### src/rtl/sitpu_pkg.sv
// Package of constants for the sensor I2C target with power-up wait.
package sitpu_pkg;
  localparam logic [6:0] TARGET_ADDR = 7'h62;
  localparam int CLK_HZ = 20000000;
  localparam int POWER_UP_MS = 1000;
  localparam int REINIT_MS = 1000;
  localparam int SCL_MAX_KHZ = 100;
  // Longest times round down to whole cycles.
  localparam longint POWER_UP_CYC = (longint'(POWER_UP_MS) * CLK_HZ) / 1000;
  localparam longint REINIT_CYC = (longint'(REINIT_MS) * CLK_HZ) / 1000;
  localparam int WAIT_W = 26;
  localparam logic [15:0] CMD_REINIT = 16'h3646;
  localparam logic [7:0] CRC_INIT = 8'hFF;
  localparam logic [7:0] CRC_POLY = 8'h31;
  localparam int BIT_LAST = 7;
  typedef enum {ST_IDLE, ST_ADDR, ST_ACK, ST_RX, ST_TX, ST_TXACK, ST_SKIP} sitpu_state_t;
endpackage

### src/rtl/sitpu_target.sv
// I2C target front end of the sensor with address match, command capture and readiness gating.
//
// Functional notes
// - Commands are single 16-bit codes.
// - Idle reached at most 1000 ms after power-up.
// - Idle state accepts commands.
// - Soft reset completes within 1000 ms.
// - Standard mode, SCL static up to 100 kHz.
// - START and STOP frame every transfer.
// - Words MSB first, then 8-bit CRC.
`timescale 1ns/10ps
module sitpu_target #(
  parameter logic [25:0] POWER_UP_CYCLES = 26'(sitpu_pkg::POWER_UP_CYC),
  parameter logic [25:0] REINIT_CYCLES = 26'(sitpu_pkg::REINIT_CYC)
) (
  input wire logic core_clk,
  input wire logic resetn,
  input wire logic sclIn,
  input wire logic sdaIn,
  output logic sdaOut,
  output logic sdaOe,
  input wire logic [15:0] txWord,
  output logic [15:0] cmdCode_r,
  output logic cmdValid_r,
  output logic [15:0] argWord_r,
  output logic argValid_r,
  output logic crcError_r,
  output logic ready_r,
  output logic busy_r
);
  sitpu_pkg::sitpu_state_t state_r;
  logic sclQ_r, sdaQ_r;
  logic [7:0] shift_r;
  logic [3:0] bitCnt_r;
  logic isRead_r;
  logic [1:0] byteIdx_r;
  logic wordCount_r;
  logic [15:0] word_r;
  logic [7:0] crc_r;
  logic ackBit_r;
  logic timerReady;
  logic reinitReq_r;

  function automatic logic [7:0] crc8(input logic [7:0] crc, input logic [7:0] data);
    logic [7:0] c;
    c = crc ^ data;
    for (int i = 0; i < 8; i++) begin
      c = c[7] ? ((c << 1) ^ sitpu_pkg::CRC_POLY) : (c << 1);
    end
    return c;
  endfunction

  wire sclRise = sclIn && !sclQ_r;
  wire sclFall = !sclIn && sclQ_r;
  // Read stream order is MSB, LSB, checksum, then the same word again.
  wire [7:0] txNext = (byteIdx_r == 2'h0) ? word_r[7:0] : (byteIdx_r == 2'h1) ? crc_r : word_r[15:8];
  wire startCond = sclIn && sclQ_r && sdaQ_r && !sdaIn;
  wire stopCond = sclIn && sclQ_r && !sdaQ_r && sdaIn;

  sitpu_wait_timer #(
    .POWER_UP_CYCLES(POWER_UP_CYCLES),
    .REINIT_CYCLES(REINIT_CYCLES)
  ) u_timer (
    .core_clk(core_clk),
    .resetn(resetn),
    .startReinit(reinitReq_r),
    .ready(timerReady)
  );

  always_ff @(posedge core_clk or negedge resetn) begin
    if (!resetn) begin
      sclQ_r <= 1'b1;
      sdaQ_r <= 1'b1;
      ready_r <= 1'b0;
    end else begin
      sclQ_r <= sclIn;
      sdaQ_r <= sdaIn;
      ready_r <= timerReady;
    end
  end

  // Oversampled bus: SCL may stop at any point, no timeout is applied.
  always_ff @(posedge core_clk or negedge resetn) begin
    if (!resetn) begin
      state_r <= sitpu_pkg::ST_IDLE;
      shift_r <= 8'h00;
      bitCnt_r <= 4'h0;
      isRead_r <= 1'b0;
      byteIdx_r <= 2'h0;
      wordCount_r <= 1'b0;
      word_r <= 16'h0000;
      crc_r <= sitpu_pkg::CRC_INIT;
      ackBit_r <= 1'b0;
      sdaOut <= 1'b0;
      sdaOe <= 1'b0;
      cmdCode_r <= 16'h0000;
      cmdValid_r <= 1'b0;
      argWord_r <= 16'h0000;
      argValid_r <= 1'b0;
      crcError_r <= 1'b0;
      busy_r <= 1'b0;
      reinitReq_r <= 1'b0;
    end else begin
      cmdValid_r <= 1'b0;
      argValid_r <= 1'b0;
      reinitReq_r <= 1'b0;
      busy_r <= !timerReady;
      if (startCond) begin
        state_r <= sitpu_pkg::ST_ADDR;
        bitCnt_r <= 4'h0;
        byteIdx_r <= 2'h0;
        wordCount_r <= 1'b0;
        crc_r <= sitpu_pkg::CRC_INIT;
        sdaOe <= 1'b0;
      end else if (stopCond) begin
        state_r <= sitpu_pkg::ST_IDLE;
        sdaOe <= 1'b0;
      end else begin
        case (state_r)
          sitpu_pkg::ST_IDLE: begin
            sdaOe <= 1'b0;
          end
          sitpu_pkg::ST_ADDR, sitpu_pkg::ST_RX: begin
            if (sclRise) begin
              shift_r <= {shift_r[6:0], sdaIn};
              bitCnt_r <= bitCnt_r + 4'h1;
            end
            if (sclFall && bitCnt_r == 4'(sitpu_pkg::BIT_LAST + 1)) begin
              bitCnt_r <= 4'h0;
              if (state_r == sitpu_pkg::ST_ADDR) begin
                isRead_r <= shift_r[0];
                if (shift_r[7:1] == sitpu_pkg::TARGET_ADDR && timerReady) begin
                  sdaOut <= 1'b0;
                  sdaOe <= 1'b1;
                  state_r <= sitpu_pkg::ST_ACK;
                  word_r <= txWord;
                  byteIdx_r <= 2'h0;
                end else begin
                  state_r <= sitpu_pkg::ST_SKIP;
                end
              end else begin
                case (byteIdx_r)
                  2'h0: begin
                    word_r[15:8] <= shift_r;
                    crc_r <= crc8(sitpu_pkg::CRC_INIT, shift_r);
                    byteIdx_r <= 2'h1;
                  end
                  2'h1: begin
                    word_r[7:0] <= shift_r;
                    crc_r <= crc8(crc_r, shift_r);
                    // The first word is the 16-bit command.
                    if (!wordCount_r) begin
                      cmdCode_r <= {word_r[15:8], shift_r};
                      cmdValid_r <= 1'b1;
                      reinitReq_r <= ({word_r[15:8], shift_r} == sitpu_pkg::CMD_REINIT);
                      wordCount_r <= 1'b1;
                      byteIdx_r <= 2'h0;
                    end else begin
                      byteIdx_r <= 2'h2;
                    end
                  end
                  default: begin
                    crcError_r <= (shift_r != crc_r);
                    if (shift_r == crc_r) begin
                      argWord_r <= word_r;
                      argValid_r <= 1'b1;
                    end
                    byteIdx_r <= 2'h0;
                  end
                endcase
                sdaOut <= 1'b0;
                sdaOe <= 1'b1;
                state_r <= sitpu_pkg::ST_ACK;
              end
            end
          end
          sitpu_pkg::ST_ACK: begin
            // After the acknowledge clock, release SDA for a write, or drive the first data bit for a read.
            if (sclFall) begin
              if (isRead_r) begin
                state_r <= sitpu_pkg::ST_TX;
                shift_r <= word_r[15:8];
                crc_r <= crc8(sitpu_pkg::CRC_INIT, word_r[15:8]);
                sdaOut <= word_r[15];
                sdaOe <= !word_r[15];
                bitCnt_r <= 4'h1;
              end else begin
                sdaOe <= 1'b0;
                state_r <= sitpu_pkg::ST_RX;
              end
            end
          end
          sitpu_pkg::ST_TX: begin
            if (sclFall) begin
              if (bitCnt_r == 4'(sitpu_pkg::BIT_LAST + 1)) begin
                sdaOe <= 1'b0;
                state_r <= sitpu_pkg::ST_TXACK;
              end else begin
                sdaOut <= shift_r[3'(7 - bitCnt_r)];
                sdaOe <= !shift_r[3'(7 - bitCnt_r)];
                bitCnt_r <= bitCnt_r + 4'h1;
              end
            end
          end
          sitpu_pkg::ST_TXACK: begin
            if (sclRise) begin
              ackBit_r <= sdaIn;
            end
            if (sclFall) begin
              if (ackBit_r) begin
                state_r <= sitpu_pkg::ST_SKIP;
              end else begin
                if (byteIdx_r == 2'h0) begin
                  crc_r <= crc8(crc_r, txNext);
                end else if (byteIdx_r == 2'h2) begin
                  crc_r <= crc8(sitpu_pkg::CRC_INIT, txNext);
                end
                byteIdx_r <= (byteIdx_r == 2'h2) ? 2'h0 : byteIdx_r + 2'h1;
                shift_r <= txNext;
                sdaOut <= txNext[7];
                sdaOe <= !txNext[7];
                bitCnt_r <= 4'h1;
                state_r <= sitpu_pkg::ST_TX;
              end
            end
          end
          sitpu_pkg::ST_SKIP: begin
            sdaOe <= 1'b0;
          end
          default: begin
            state_r <= sitpu_pkg::ST_IDLE;
          end
        endcase
      end
    end
  end
endmodule // sitpu_target

### src/rtl/sitpu_wait_timer.sv
// Readiness timer: counts the power-up and re-initialization waits.
`timescale 1ns/10ps
module sitpu_wait_timer #(
  parameter logic [25:0] POWER_UP_CYCLES = 26'(sitpu_pkg::POWER_UP_CYC),
  parameter logic [25:0] REINIT_CYCLES = 26'(sitpu_pkg::REINIT_CYC)
) (
  input wire logic core_clk,
  input wire logic resetn,
  input wire logic startReinit,
  output logic ready
);
  logic [sitpu_pkg::WAIT_W-1:0] count_r;
  // Set by a re-initialization so that the soft reset wait uses its own length.
  logic reinitWait_r;

  always_ff @(posedge core_clk or negedge resetn) begin
    if (!resetn) begin
      count_r <= '0;
      reinitWait_r <= 1'b0;
      ready <= 1'b0;
    end else if (startReinit) begin
      count_r <= '0;
      reinitWait_r <= 1'b1;
      ready <= 1'b0;
    end else if (!ready) begin
      count_r <= count_r + 26'h0000001;
      if (count_r + 26'h0000001 >= (reinitWait_r ? REINIT_CYCLES : POWER_UP_CYCLES)) begin
        ready <= 1'b1;
      end
    end
  end
endmodule // sitpu_wait_timer

### config.mk
export PLATFORM = sky130hd
export DESIGN_NAME = sitpu_target
export DESIGN_NICKNAME = d
export VERILOG_FILES = /design/src/rtl/sitpu_pkg.sv /design/src/rtl/sitpu_target.sv /design/src/rtl/sitpu_wait_timer.sv
export SDC_FILE = /design/constraint.sdc
export NUM_CORES = 1
export LEC_CHECK = 0
export CAP_MARGIN = 5
export CORE_ASPECT_RATIO = 0.6
export CORE_MARGIN = 2
export CORE_UTILIZATION = 30
export DETAILED_ROUTE_END_ITERATION = 16
export DONT_BUFFER_PORTS = 1
export SLEW_MARGIN = 5
export SYNTH_ARGS = -nofsm -noshare
export SYNTH_HDL_FRONTEND = slang
export SYNTH_HIERARCHICAL = 1
export SYNTH_SLANG_ARGS = --single-unit
### constraint.sdc
create_clock -name core_clk -period 2.61 [get_ports core_clk]
set_input_delay 0.261 -clock core_clk [delete_from_list [all_inputs] [get_ports core_clk]]
set_output_delay 0.261 -clock core_clk [all_outputs]
set_load 0.02 [all_outputs]
==> results.sh <==
export IMPL_crit_chain="xnor3_1, xnor3_2, xnor3_1, o21ai_1, o2111ai_1, o31ai_1, a21oi_1"
export IMPL_cp_start_kind="flop"
export IMPL_numPortBuffers=0
export IMPL_vias=6174
export IMPL_r2r_end="crc_r[0]"
export IMPL_crit_fanout=8
export IMPL_grt_remaining_overflow=0
export IMPL_async_reset_ff_frac=1.00
export IMPL_ys_seq_area_frac=0.374
export IMPL_core_region_area_um2=25100
export IMPL_tns_ns=0
export IMPL_path_common_cell="xnor3_1"
export IMPL_seqCellArea_um2=2850
export IMPL_vias_per_cell=5.29
export IMPL_synth_xor_area_frac=0.148
export IMPL_final_cell_mix="dfrtp_1 (97), nor2_1 (74), buf_4 (71), nand2_1 (55), xnor2_1 (54)"
export IMPL_synth_top_family_by_area="simple AND/OR/NAND/NOR gates"
export IMPL_drtAntennaViolNets=0
export IMPL_drt_iter0_markers=743
export IMPL_final_common_cell="dfrtp_1"
export IMPL_synthAdderAreaFrac=0.00494
export IMPL_rsz0062_at_grt="yes"
export IMPL_synth_main_ff_cell="dfrtp_1"
export IMPL_synth_compound_area_frac=0.142
export IMPL_num_rows=45
export IMPL_antenna_found_initial=0
export IMPL_r2r_cells=7
export IMPL_place_gp_congestion=0.932
export IMPL_syn_cell_area_um2=7600
export IMPL_ys_types=84
export IMPL_ys_warn_count=6
export IMPL_finalSetupViolCount=0
export IMPL_grt_max_degree=114
export IMPL_cts_sinks=113
export IMPL_stdcell_area_um2=8930
export IMPL_whs_ns=-0.475
export IMPL_hold_viol=113
export IMPL_grt_total_usage=0.178
export IMPL_dr_pass1_iters=5
export IMPL_dieArea_um2=26700
export IMPL_syn_num_nets=816
export IMPL_num_fill_cells=2548
export IMPL_cp_end_kind="flop"
export IMPL_synthSimpleGateAreaFrac=0.189
export IMPL_syn_inst=793
export IMPL_slew_headroom=0.574
export IMPL_cts_tree="done"
export IMPL_crit_buf_inv=0
export IMPL_grt_pass1_wl_mm=35.7
export IMPL_htree_levels=4
export IMPL_fin_crit_ns=2.52
export IMPL_grt_pass1_vias=5818
export IMPL_clk_pin_slew_worst_paths_ns=0.06
export IMPL_initial_core_util=0.303
export IMPL_synth_mux_area_frac=0.0917
export IMPL_cts_hold_buf=4
export IMPL_cp_top_family="XOR/XNOR gates"
export IMPL_cts_buffers=17
export IMPL_synthToLayoutAreaGrowth_pct=17.5
export IMPL_required_ns=2.96
export IMPL_clockBufferDepth=2
export IMPL_drive_gt1_frac=0.216
export IMPL_slew_violations=0
export IMPL_outcome="complete, but fails checks"
export IMPL_p_per_area_nw_per_um2=1250
export IMPL_synth_edf_count=0
export IMPL_period_share=0.964
export IMPL_violations="negative hold slack"
export IMPL_worstSkewPairLatency_ns=0.44
export IMPL_arrival_ns=2.87
export IMPL_finalClockSkew_ns=0.0122
export IMPL_r2r_start="crc_r[6]"
export IMPL_critical_path_startpoint="crc_r[6]"
export IMPL_criticalPathCategory="reg2reg"
export IMPL_multi_input_area_um2=4380
export IMPL_maxCapViolCount=0
export IMPL_cts_root_buf="clkbuf_16"
export IMPL_worstMarginPinSlew_ns=0.639
export IMPL_cp_slowest_cell="dfstp_2"
export IMPL_die_w_um=209
export IMPL_rrSetupSlack_ns=0.09
export IMPL_maxClockFrequency_ghz=0.398
export IMPL_postPlaceCellArea_um2=8240
export IMPL_diodes=0
export IMPL_nNetsFinal=848
export IMPL_detailed_place_hpwl_mm=16.9
export IMPL_max_stage_delay_ns=0.65
export IMPL_synth_area_per_cell_um2=9.59
export IMPL_drc=0
export IMPL_ys_ff_latch=113
export IMPL_min_path_type="in2async"
export IMPL_leakage_nw=3.82
export IMPL_fp_dieH_um=127
export IMPL_ioPinCount=59
export IMPL_drt_total_wl_mm=22.9
export IMPL_wl_per_cell_um=19.6
export IMPL_peakVddDrop_mv=0.582
export IMPL_final_util=0.356
==> per-layer routing <==
layer | GRT usage | part of all wire
met3 | 0.0639 | 0.10
met5 | 0 | 0
met2 | 0.210 | 0.35
met4 | 0.0501 | 0.0086
met1 | 0.287 | 0.54
==> power breakdown <==
part / internal [mW] / total, mW / switching [mW]
logic: 3.03 / 6.16 / 3.13
registers: 2.03 / 2.49 / 0.468
clock network: 1.60 / 2.54 / 0.934
==> synthesized netlist by cell type, types with 12 or more instances <==
library cell  instances  area share
mux2_2               24       0.036
nor2b_1              19       0.016
o21ai_1              12      0.0079
mux2_1               16       0.024
nor3_1               24       0.016
inv_1                12      0.0059
a21oi_1              53       0.035
xnor2_1              54       0.062
xor2_1               40       0.046
nand2b_1             12      0.0099
o21ai_0              34       0.022
nand3_1              15      0.0099
nor2_1               75       0.037
nand2_1              55       0.027
clkbuf_1             29       0.014
dfrtp_1             103        0.34
buf_2                20       0.013
==> sequential cells by signal, summed over array words and instances, names as in the netlist, 2 cells and up <==
| name | count |
|---|---|
| word_r | 16 |
| argWord_r | 16 |
| bitCnt_r | 4 |
| shift_r | 8 |
| cmdCode_r | 16 |
| state_r | 3 |
| crc_r | 8 |
| u_timer/count_r | 26 |
| byteIdx_r | 2 |
==> logic make-up after synthesis <==
kind of cell | after synthesis
and+or+nand+nor | 269
xor gates and xnor gates | 108
buffers and inverters | 76
muxes | 57
DFF | 113
adders and majority gates | 3
AOI/OAI and AO/OA | 167
==> how the worst max path moves through the flow <==
stage | depth (start not counted) | slack, ns | end
floorplan | 8 | 0.17 | u_timer/ready
global placement | 8 | 0.13 | u_timer/ready
detailed placement | 8 | 0.11 | u_timer/ready
CTS | 7 | 0.08 | u_timer/ready
global route | 8 | -0.03 | u_timer/ready
finish | 7 | 0.09 | crc_r[0]
==> area by class of cell <==
type | instances | area share
Clock buffer | 17 | 0.0476
Clock inverter | 15 | 0.0230
Inverter | 12 | 0.00504
Multi-Input combinational cell | 604 | 0.491
Sequential cell | 113 | 0.319
Tap cell | 329 | 0.0461
Timing Repair Buffer | 77 | 0.0686
==> worst register-to-register path: stages, from the launching register on <==
cell and delay (ns):
dfstp_2 0.65, xnor3_1 0.50, xnor3_2 0.46, xnor3_1 0.35
o21ai_1 0.16, o2111ai_1 0.13, o31ai_1 0.10, a21oi_1 0.08
==> through the flow <==
stage | setup WS [ns] | instances | hold WS, ns | power, mW
floorplan | 0.173 | 793 | -0.0346 | 7.03
global placement | 0.134 | 1130 | -0.0273 | 8.39
detailed placement | 0.107 | 1130 | -0.0269 | 8.45
CTS | 0.0772 | 1166 | -0.495 | 11.0
global route | -0.0254 | 1167 | -0.499 | 11.8
finish | 0.0946 | 1167 | -0.475 | 11.2
==> timing repair <==
action,CTS,global route
resized for setup,0,7
endpoints found under the setup margin,0,3
setup buffers,0,1
hold endpoints to repair,118,113
Power figures use the tool's default switching activity.
